File: src/core/arith_pkg.sv
// Shared constants for the divide-step and selective-clear datapath.
// Assumes a 100 MHz clock; times are held in ns and turned into cycles.
package arith_pkg;

    // ========================================================================
    // Word format
    localparam int WORD_W = 24;
    localparam int ADDR_W = 15;
    localparam int SIGN_BIT = 23;

    // ========================================================================
    // Operation codes (octal as printed)
    localparam logic [5:0] OP_DIVIDE_STEP = 6'o61;
    localparam logic [5:0] OP_SEL_CLEAR = 6'o62;

    // ========================================================================
    // Instruction fields
    localparam int OP_LSB = 18;
    localparam int IDX_LSB = 15;
    localparam int MOD_LSB = 21;

    // ========================================================================
    // Timing
    localparam int CLK_PERIOD_NS = 10;
    localparam int DIV_TIME_NS = 64_000;
    localparam int DIV_REPEAT_TIME_NS = 44_000;
    localparam int DIV_CYCLES = DIV_TIME_NS / CLK_PERIOD_NS;
    localparam int DIV_REPEAT_CYCLES = DIV_REPEAT_TIME_NS / CLK_PERIOD_NS;

    // ========================================================================
    // Sequencer states
    typedef enum logic [3:0] {
        ST_IDLE  = 4'b0001,
        ST_FETCH = 4'b0010,
        ST_WAIT  = 4'b0100,
        ST_EXEC  = 4'b1000
    } seq_state_t;

endpackage

File: src/core/divide_step_selective_clear.sv
// Arithmetic datapath executing the divide step and the selective clear.
// Assumes a sequencer issues one instruction per start pulse and a core
// storage port answers a read some cycles later with rd_valid.
//
// Overview of operation
// RL1: Divide step shifts accumulator and extension left
// RL2: Then subtract fetched operand from accumulator
// RL3: Sign clear: set low quotient bit, keep difference
// RL4: Sign set: clear quotient bit, add operand back
// RL5: Program clears accumulator, loads dividend, steps 24
// RL6: Quotient ends in extension, remainder in accumulator
// RL7: Long division needs divisor above high half
// RL8: Only positive dividend and divisor are supported
// RL9: Step takes 64 us, repeat 44 us
// RL10: Modifier and index applied; repeat supported
// RL11: Selective clear zeroes accumulator bits where operand ones
// RL12: Shift drops accumulator top, zero into quotient
`timescale 1ns/10ps
module divide_step_selective_clear #(
    parameter int STEP_CYCLES   = arith_pkg::DIV_CYCLES,
    parameter int REPEAT_CYCLES = arith_pkg::DIV_REPEAT_CYCLES
) (
    // Clock, reset and enable
    input  wire logic        clk,
    input  wire logic        reset_n,
    input  wire logic        clk_en,
    // Instruction from the sequencer
    input  wire logic        start,
    input  wire logic [23:0] instr,
    input  wire logic [5:0]  repeat_count,
    input  wire logic [14:0] index_value,
    // Program setup preload
    input  wire logic        load_en,
    input  wire logic [23:0] load_acc,
    input  wire logic [23:0] load_ext,
    // Core storage read port
    output logic             rd_req,
    output logic      [14:0] rd_addr,
    input  wire logic        rd_valid,
    input  wire logic [23:0] rd_data,
    // Status and results
    output logic             busy,
    output logic             done,
    output logic      [23:0] acc,
    output logic      [23:0] ext
);
    localparam int W  = arith_pkg::WORD_W;
    // Wide enough for the longest step count at the default clock
    localparam int CW = 16;

    // ========================================================================
    // Opcode decode, shared by the step logic and the repeat logic
    function automatic logic is_divide(input logic [5:0] op);
        return op == arith_pkg::OP_DIVIDE_STEP;
    endfunction

    function automatic logic is_clear(input logic [5:0] op);
        return op == arith_pkg::OP_SEL_CLEAR;
    endfunction

    // ========================================================================
    // Sequencer state
    arith_pkg::seq_state_t state_q;
    arith_pkg::seq_state_t state_d;
    logic [CW-1:0]  cnt_q;
    logic [CW-1:0]  cnt_d;
    logic [5:0]     rep_q;
    logic [5:0]     rep_d;
    logic           first_q;
    logic           first_d;
    logic           done_q;
    logic           done_d;

    // Latched instruction fields
    logic [14:0]    addr_q;
    logic [14:0]    addr_d;
    logic [5:0]     op_q;
    logic [5:0]     op_d;
    logic [2:0]     mod_q;
    logic [2:0]     mod_d;

    // Arithmetic registers and the fetched operand
    logic [W-1:0]   acc_q;
    logic [W-1:0]   acc_d;
    logic [W-1:0]   ext_q;
    logic [W-1:0]   ext_d;
    logic [W-1:0]   opnd_q;
    logic [W-1:0]   opnd_d;

    // Combinational step values
    logic [W-1:0]   portion;
    logic [2*W-1:0] shifted;
    logic [W-1:0]   diff;

    // ========================================================================
    // Operand portion selection
    portion_select #(
        .WIDTH (W)
    ) u_portion (
        .modifier (mod_q),
        .word_in  (rd_data),
        .word_out (portion)                     // [RL10]
    );

    // Shift left as one open-ended pair; top bit falls off
    // Bit 23 of the accumulator is lost, never carried anywhere
    assign shifted = {acc_q[W-2:0], ext_q, 1'b0};         // [RL1] [RL12]
    assign diff = shifted[2*W-1:W] - opnd_q;              // [RL2]

    // ========================================================================
    // Sequencer and datapath next state
    always_comb begin
        state_d = state_q;
        acc_d   = acc_q;
        ext_d   = ext_q;
        opnd_d  = opnd_q;
        addr_d  = addr_q;
        op_d    = op_q;
        mod_d   = mod_q;
        rep_d   = rep_q;
        first_d = first_q;
        cnt_d   = cnt_q;
        done_d  = 1'b0;
        unique case (state_q)
            arith_pkg::ST_IDLE: begin
                // Program setup preload is honoured only while idle
                if (load_en) begin
                    acc_d = load_acc;
                    ext_d = load_ext;
                end
                if (start) begin
                    op_d    = instr[23:arith_pkg::OP_LSB];
                    mod_d   = instr[arith_pkg::MOD_LSB-1 -: 3];
                    // Index designator added to address   [RL10]
                    addr_d  = instr[arith_pkg::ADDR_W-1:0] + index_value;
                    rep_d   = repeat_count;
                    first_d = 1'b1;
                    state_d = arith_pkg::ST_FETCH;
                end
            end
            arith_pkg::ST_FETCH: begin
                // One cycle of read request; storage answers during WAIT
                state_d = arith_pkg::ST_WAIT;
            end
            arith_pkg::ST_WAIT: begin
                if (rd_valid) begin
                    opnd_d  = portion;
                    // Loaded short so the result lands on the last cycle
                    cnt_d   = CW'(first_q ? STEP_CYCLES - 2 : REPEAT_CYCLES - 2);
                    state_d = arith_pkg::ST_EXEC;
                end
            end
            arith_pkg::ST_EXEC: begin
                // Hold the step so each costs its machine time   [RL9]
                if (cnt_q != '0) begin
                    cnt_d = cnt_q - 1'b1;
                end else begin
                    // Positive operands only: the sign test reads bit 23
                    // of the difference, so a divisor with its top bit set
                    // or one not above the high half gives a wrong quotient
                    if (is_divide(op_q)) begin
                        if (diff[arith_pkg::SIGN_BIT] == 1'b0) begin
                            acc_d = diff;                         // [RL3]
                            ext_d = {shifted[W-1:1], 1'b1};       // [RL3]
                        end else begin
                            acc_d = diff + opnd_q;                // [RL4]
                            ext_d = shifted[W-1:0];               // [RL4]
                        end
                    end else if (is_clear(op_q)) begin
                        acc_d = acc_q & ~opnd_q;                  // [RL11]
                    end
                    // Any other opcode finishes without touching registers
                    first_d = 1'b0;
                    // Repeat reuses the fetched operand   [RL10] [RL6]
                    // Storage is read once per instruction, so a repeated
                    // step costs only the shorter repeat time
                    if (rep_q != '0 && is_divide(op_q)) begin
                        rep_d = rep_q - 1'b1;
                        cnt_d = CW'(REPEAT_CYCLES - 1);
                    end else begin
                        done_d  = 1'b1;
                        state_d = arith_pkg::ST_IDLE;
                    end
                end
            end
            default: state_d = arith_pkg::ST_IDLE;
        endcase
    end

    // ========================================================================
    // Registers; clock enable freezes everything
    // A frozen cycle also holds done, so a pulse can outlast one clock
    always_ff @(posedge clk or negedge reset_n) begin
        if (!reset_n) begin
            state_q <= arith_pkg::ST_IDLE;
            acc_q   <= '0;
            ext_q   <= '0;
            opnd_q  <= '0;
            addr_q  <= '0;
            op_q    <= '0;
            mod_q   <= '0;
            rep_q   <= '0;
            first_q <= 1'b0;
            cnt_q   <= '0;
            done_q  <= 1'b0;
        end else if (clk_en) begin
            state_q <= state_d;
            acc_q   <= acc_d;
            ext_q   <= ext_d;
            opnd_q  <= opnd_d;
            addr_q  <= addr_d;
            op_q    <= op_d;
            mod_q   <= mod_d;
            rep_q   <= rep_d;
            first_q <= first_d;
            cnt_q   <= cnt_d;
            done_q  <= done_d;
        end
    end

    // Outputs straight from registers
    assign rd_req  = (state_q == arith_pkg::ST_FETCH);
    assign rd_addr = addr_q;
    assign busy    = (state_q != arith_pkg::ST_IDLE);
    assign done    = done_q;
    assign acc     = acc_q;
    assign ext     = ext_q;
endmodule

File: src/core/portion_select.sv
// Word-portion selection of an operand word by the instruction modifier.
// Assumes the modifier arrives with the operand, same clock domain.
`timescale 1ns/10ps
module portion_select #(
    parameter int WIDTH = 24
) (
    input  wire logic [2:0]       modifier,
    input  wire logic [WIDTH-1:0] word_in,
    output logic      [WIDTH-1:0] word_out
);
    localparam int THIRD = WIDTH / 3;
    localparam int HALF = WIDTH / 2;

    // ========================================================================
    // Portion decode; unknown codes pass the whole word so nothing is lost
    always_comb begin
        word_out = word_in;
        unique case (modifier)
            3'd1: word_out = {{(WIDTH-THIRD){1'b0}}, word_in[THIRD-1:0]};
            3'd2: word_out = {{(WIDTH-THIRD){1'b0}},
                              word_in[2*THIRD-1:THIRD]};
            3'd3: word_out = {{(WIDTH-THIRD){1'b0}},
                              word_in[WIDTH-1:2*THIRD]};
            3'd5: word_out = {{(WIDTH-HALF){1'b0}}, word_in[HALF-1:0]};
            3'd6: word_out = {{(WIDTH-HALF){1'b0}}, word_in[WIDTH-1:HALF]};
            default: word_out = word_in;
        endcase
    end
endmodule

File: config.mk
export PLATFORM = sky130hd
export DESIGN_NAME = divide_step_selective_clear
export DESIGN_NICKNAME = d
export VERILOG_FILES = /design/src/core/arith_pkg.sv /design/src/core/divide_step_selective_clear.sv /design/src/core/portion_select.sv
export SDC_FILE = /design/constraint.sdc
export NUM_CORES = 1
export LEC_CHECK = 0
export BUFFER_PORTS_ARGS = -buffer_cell sky130_fd_sc_hd__buf_4
export CAP_MARGIN = 20
export CORE_UTILIZATION = 51
export CTS_CLUSTER_DIAMETER = 120
export DETAILED_ROUTE_END_ITERATION = 6
export PLACE_DENSITY = 0.78
export SYNTH_ARGS = -nofsm -noshare
export SYNTH_HDL_FRONTEND = slang
export SYNTH_SLANG_ARGS = --single-unit
File: constraint.sdc
create_clock -name clk -period 4 [get_ports clk]
set_input_delay 0.4 -clock clk [delete_from_list [all_inputs] [get_ports clk]]
set_output_delay 0.4 -clock clk [all_outputs]
set_load 0.02 [all_outputs]
==> results.sh, run 1 <==
export IMPL_status="finished with violations"
export IMPL_violations="DRC, setup timing"
export IMPL_fin_worst_skew_ns=0.0147
export IMPL_routabilityCongestion=0.986
export IMPL_relSlewSlack_pct=35.4
export IMPL_cts_made_buffers=17
export IMPL_cp_depth=20
export IMPL_hold_viol=0
export IMPL_n_fill_cell=1326
export IMPL_crit_buf_inv=3
export IMPL_max_stage_delay_ns=0.39
export IMPL_layout_nets=1589
export IMPL_async_reset_ff_share_pct=100
export IMPL_final_cell_count_no_fill=1634
export IMPL_num_antenna_cells=0
export IMPL_slew_violations=0
export IMPL_worstPathMaxFanout=3
export IMPL_drt_pass1_iterations=7
export IMPL_dieArea_mm2=0.0187
export IMPL_holdWs_ns=0.125
export IMPL_met2_length_um=14700
export IMPL_yosys_area_top_type_share_pct=32.5
export IMPL_seq_area_frac_synth_pct=32.8
export IMPL_path_clk_slew_ns=0.06
export IMPL_worstPathArrival_ns=4.47
export IMPL_grt_pass1_wl_um=47000
export IMPL_rows=48
export IMPL_drt_iter0_drc=1057
export IMPL_crit_path_frequent_cell="a21o_1"
export IMPL_drt_total_wl_um=31400
export IMPL_vias_per_cell=6.18
export IMPL_ys_seq_elements=121
export IMPL_vias=10094
export IMPL_fin_crit_sh_pct=105
export IMPL_startpoint_type="flip-flop"
export IMPL_crit_type="reg -> reg"
export IMPL_rsz0062_at_grt="true"
export IMPL_ys_types=71
export IMPL_ys_top_cells_by_area="dfrtp_1, ha_1, o21ai_0"
export IMPL_synth_edf_count=0
export IMPL_die_w_um=137
export IMPL_cts_tree="built"
export IMPL_gr_total_overflow=0
export IMPL_grt_pass1_vias=9303
export IMPL_yosysTopAreaCell="dfrtp_1"
export IMPL_io_pins=189
export IMPL_drt_met1_wl_um=12300
export IMPL_synth_area_mm2=0.00924
export IMPL_cts_max_path_buffers=2
export IMPL_clk_latency_ns=0.43
export IMPL_worst_ep_required_time_ns=4.28
export IMPL_yosys_top_cells_count="nand2_1, dfrtp_1, o21ai_0, nor2_1, a21oi_1"
export IMPL_cp_end_kind="flip-flop"
export IMPL_drive_gt1_share_pct=29.3
export IMPL_grt_util_all_layers_pct=32.8
export IMPL_synthFlopType="dfrtp_1"
export IMPL_dp_cells=1586
export IMPL_area_growth_syn_to_layout_pct=35.7
export IMPL_cts_root_buffer="clkbuf_16"
export IMPL_crit_family="compound AO/OA/AOI/OAI gates"
export IMPL_top_layer="met4"
export IMPL_cts_hold_buf=0
export IMPL_reg2regPathDepth=20
export IMPL_synth_most_common_cell="nand2_1"
export IMPL_fin_ws_ns=-0.184
export IMPL_synth_cells=1126
export IMPL_setup_viol=8
export IMPL_drcViolationCount=2
export IMPL_ys_warn_count=0
export IMPL_fin_crit_ns=4.18
export IMPL_max_cap_viol_count=0
export IMPL_port_buffers=185
export IMPL_cp_cell_sequence="inv_2 > ha_4 > inv_2 > fa_2 > a211oi_4 > nor2_2 > o221a_2 > o21a_1 > nor2_4 > xnor2_2 > ha_2 > a21o_1 > a21o_1 > a21oi_2 > a41oi_2 > buf_4 > a21o_1 > a211o_1 > nand3_2 > a41oi_2"
export IMPL_wl_met3_um=3130
export IMPL_antenna_found_initial=0
export IMPL_core_area_mm2=0.0175
export IMPL_wl_per_cell_um=19.2
export IMPL_htreeDepth=4
export IMPL_fmax_ghz=0.239
export IMPL_initial_core_util_pct=52.9
export IMPL_worst_pin_slew_ns=0.969
export IMPL_critPathSlowestCell="fa_2"
export IMPL_die_h_um=137
export IMPL_hp_class="in -> async"
export IMPL_syn_nets=1319
export IMPL_grt_start_max_net_pins=75
export IMPL_clock_sinks=121
export IMPL_avgSynthCellArea_um2=8.21
export IMPL_dp_hpwl_um=22500
export IMPL_ant_nets=0
## state kept, by name, indices dropped and copies added, names as in the netlist
name,cells
acc,24
ext,24
opnd_q,24
cnt_q,16
rd_addr,15
op_q,6
rep_q,6
state_q,4
done,1
first_q,1
## cell usage in the layout, fill, tap and decap left out, drive strengths merged, types with 5 or more instances in the layout
cell    instances
ha             67
mux2            9
nand3          31
o31ai          11
nor3           29
a21o           18
inv            58
dfrtp         120
o21bai          6
mux2i          15
buf           300
a22o           23
o211ai         11
xnor2          26
a211oi         11
a22oi           8
and3            9
nand2b         10
or2             6
a21oi          85
or3            10
o21a           16
o22ai          11
xor2           16
a31oi          46
nor2b          11
nand2         123
o21ai         110
and2           11
a211o           5
nand4           5
a21boi          8
nor4            7
nor2           92
clkbuf         22
## metrics by stage
step           setup WS, ns  util (%)  setup TNS, ns  area, µm²
3_3_place_gp         -0.102      65.8         -0.271      11500
2_1_floorplan        0.0156         -              0       9270
4_1_cts             -0.0708      70.0         -0.182      12200
5_1_grt              -0.329      71.8          -2.74      12500
3_5_place_dp         -0.231      65.8          -1.05      11500
6_report             -0.184      71.8         -0.911      12500
## path summary, 6_finish.rpt
path / slack (ns) / endpoint / startpoint
worst max register to register: -0.18 / acc[19] / ext[23]
worst max-delay path: -0.18 / acc[19] / ext[23]
min in group clk: 0.21 / op_q[0] / instr[18]
max in group asynchronous: 2.93 / acc[21] / reset_n
worst min-delay path: 0.12 / ext[2] / reset_n
worst min register to register: 0.48 / rd_addr[10] / rd_addr[10]
## worst register-to-register path: stages (launching register included)
cell and delay (ns):
dfrtp_1 0.38, inv_2 0.07, ha_4 0.14, inv_2 0.04
fa_2 0.39, a211oi_4 0.28, nor2_2 0.09, o221a_2 0.24
o21a_1 0.21, nor2_4 0.14, xnor2_2 0.14, ha_2 0.30
a21o_1 0.16, a21o_1 0.18, a21oi_2 0.21, a41oi_2 0.22
buf_4 0.21, a21o_1 0.17, a211o_1 0.27, nand3_2 0.09
a41oi_2 0.11
## logic make-up (layout without fill, tap and decap cells)
| logic type | Yosys count | in the layout | synth area share (%) |
|---|---|---|---|
| compound gates | 406 | 406 | 28.1 |
| xor+xnor | 42 | 42 | 3.98 |
| fa+ha+maj | 70 | 70 | 9.72 |
| buf+inv | 105 | 388 | 4.48 |
| flops | 121 | 121 | 32.8 |
| mux | 24 | 24 | 2.72 |
| simple gates | 358 | 358 | 18.2 |
## cell type report
cell class              count  area, µm²  share of cell area (%)
clock inverters            10        141                    1.13
well taps                 225        282                    2.24
repair buffers            300       2270                    18.1
inverters                  56        210                    1.68
flip-flops and latches    121       3030                    24.1
multi-input cells         900       6150                    49.0
clock buffers              22        464                    3.70
## repair_timing
item,CTS,global route
buffers inserted,9,7
resized for setup,19,59
setup endpoints to repair,8,13
pin swaps,15,50
## routing by layer
metal | up-vias | global-route usage, %
met5 | - | 0
met4 | 0 | 14.4
met3 | 109 | 8.44
met2 | 555 | 51.9
met1 | 4742 | 42.2
li1 | 4688 | -
Power of run 1 is not shown: default switching activity piles up to over one toggle a cycle in this logic, so the estimate is an artifact.
==> run 2: changes to the inputs <==
RECOVER_POWER = 100   (was default)
==> run 2 against run 1 <==
The run ends with DRC, capacitance limit, slew limit, setup timing left. Count of clock-buffer cells in the layout stayed put. Non-clock buffer count stayed put. Worst setup slack worse by 0.0085 ns. Sequential cell count stayed put. Global-route usage stayed put. Clock skew hardly changed. Maximum frequency is 0.20% lower. Routed wire length is 0.10% higher. Via count hardly changed. Die area stayed put. Final area is 2.2% lower. Highest routed layer unchanged.
==> results.sh, run 2 (synthesized netlist as in run 1, its figures left out) <==
export IMPL_status="finished with violations"
export IMPL_violations="DRC, capacitance limit, slew limit, setup timing"
export IMPL_grt_busiest_layer="met2"
export IMPL_reg2regPathDepth=20
export IMPL_setup_viol=8
export IMPL_whs_path_depth=2
export IMPL_fmax_ghz=0.238
export IMPL_drcViolationCount=2
export IMPL_max_cap_viol_count=1
export IMPL_die_w_um=137
export IMPL_worst_pin_slew_ns=1.90
export IMPL_hold_viol=0
export IMPL_cp_end_kind="flip-flop"
export IMPL_vias=10101
export IMPL_antenna_found_initial=0
export IMPL_holdPathEnd="op_q[0]"
export IMPL_core_area_mm2=0.0175
export IMPL_startpoint_type="flip-flop"
export IMPL_final_cell_mix="buf_4, nand2_1, dfrtp_1, o21ai_0, nor2_1"
export IMPL_rows=48
export IMPL_path_clk_slew_ns=0.06
export IMPL_ant_nets=0
export IMPL_dp_cells=1586
export IMPL_setup_tns_ns=-0.999
export IMPL_hp_class="in -> reg"
export IMPL_rr_endpoint="acc[19]"
export IMPL_critPathSlowestCell="fa_2"
export IMPL_io_pins=189
export IMPL_holdWs_ns=0.204
export IMPL_layout_nets=1589
export IMPL_cp_cell_sequence="inv_2 > ha_4 > inv_2 > fa_2 > a211oi_4 > nor2_2 > o221a_2 > o21a_1 > nor2_4 > xnor2_2 > ha_2 > a21o_1 > a21o_1 > a21oi_2 > a41oi_2 > buf_4 > a21o_1 > a211o_1 > nand3_2 > a41oi_2"
export IMPL_layout_commonest_cell="buf_4"
export IMPL_die_h_um=137
export IMPL_dieArea_mm2=0.0187
export IMPL_slew_violations=75
export IMPL_use_met3_pct=8.44
export IMPL_crit_path_frequent_cell="a21o_1"
export IMPL_clk_latency_ns=0.43
export IMPL_final_cell_count_no_fill=1634
export IMPL_fin_crit_ns=4.19
export IMPL_drt_total_wl_um=31400
export IMPL_clock_sinks=121
export IMPL_fin_worst_skew_ns=0.0148
export IMPL_grtUsageMet2_pct=51.9
export IMPL_post_route_util_pct=70.2
export IMPL_timing_rr_start="ext[23]"
export IMPL_drt_iter0_drc=1049
export IMPL_grt_util_all_layers_pct=32.8
export IMPL_worstPathArrival_ns=4.48
export IMPL_grt_pass1_wl_um=47000
export IMPL_cts_made_buffers=17
export IMPL_met1_usage_pct=42.2
export IMPL_drive_gt1_share_pct=24.2
export IMPL_fin_ws_ns=-0.193
export IMPL_initial_core_util_pct=52.9
export IMPL_rsz0062_at_grt="true"
export IMPL_grt_start_max_net_pins=75
export IMPL_htreeDepth=4
export IMPL_cts_root_buffer="clkbuf_16"
export IMPL_area_growth_syn_to_layout_pct=32.7
export IMPL_relSlewSlack_pct=-27.0
export IMPL_fin_crit_sh_pct=105
export IMPL_num_antenna_cells=0
export IMPL_crit_buf_inv=3
export IMPL_cts_tree="built"
export IMPL_gr_total_overflow=0
export IMPL_wl_per_cell_um=19.2
export IMPL_worstPathMaxFanout=3
export IMPL_port_buffers=185
export IMPL_worst_ep_required_time_ns=4.29
export IMPL_max_stage_delay_ns=0.39
export IMPL_crit_family="compound AO/OA/AOI/OAI gates"
export IMPL_drt_pass1_iterations=7
export IMPL_cts_max_path_buffers=2
export IMPL_dp_hpwl_um=22500
export IMPL_routabilityCongestion=0.986
export IMPL_vias_per_cell=6.18
export IMPL_crit_type="reg -> reg"
export IMPL_r2r_setup_slack_ns=-0.19
export IMPL_grt_pass1_vias=9303
export IMPL_hp_start="instr[18]"
[run 2: worst max path at each step]
stage	startpoint	end	cells after the start
after global routing	opnd_q[1]	acc[18]	19
after CTS	ext[23]	acc[21]	21
after global placement	ext[23]	acc[17]	19
after detailed placement	ext[23]	acc[17]	19
final	ext[23]	acc[19]	20
after floorplan	ext[23]	acc[21]	20
[run 2: area by class of cell]
class	count	area, µm²
Clock inverter	10	141
Multi-Input combinational cell	900	6140
Fill cell	1414	5210
Inverter	56	210
Clock buffer	22	464
Sequential cell	121	3030
Tap cell	225	282
Timing Repair Buffer	300	2000
[run 2: routing by layer]
layer,up-vias,routed length [µm],part of all wire [%]
met5,-,0,0
met4,0,1300,4.1
met3,108,3250,10
met2,551,14700,47
met1,4747,12200,39
li1,4695,-,-
[run 2: repair_timing]
item                       CTS  global route
pin swaps                   15            50
setup endpoints to repair    8            13
resized for setup           19            59
buffers inserted             9             7
hold buffers                 0             0
[run 2: through the flow]
stage / instance area [µm²] / worst slack (ns)
global placement: 11500 / -0.102
finish: 12300 / -0.193
detailed placement: 11500 / -0.231
CTS: 12200 / -0.0708
floorplan: 9270 / 0.0156
global route: 12300 / -0.329
Power of run 2 is left out for the same reason.
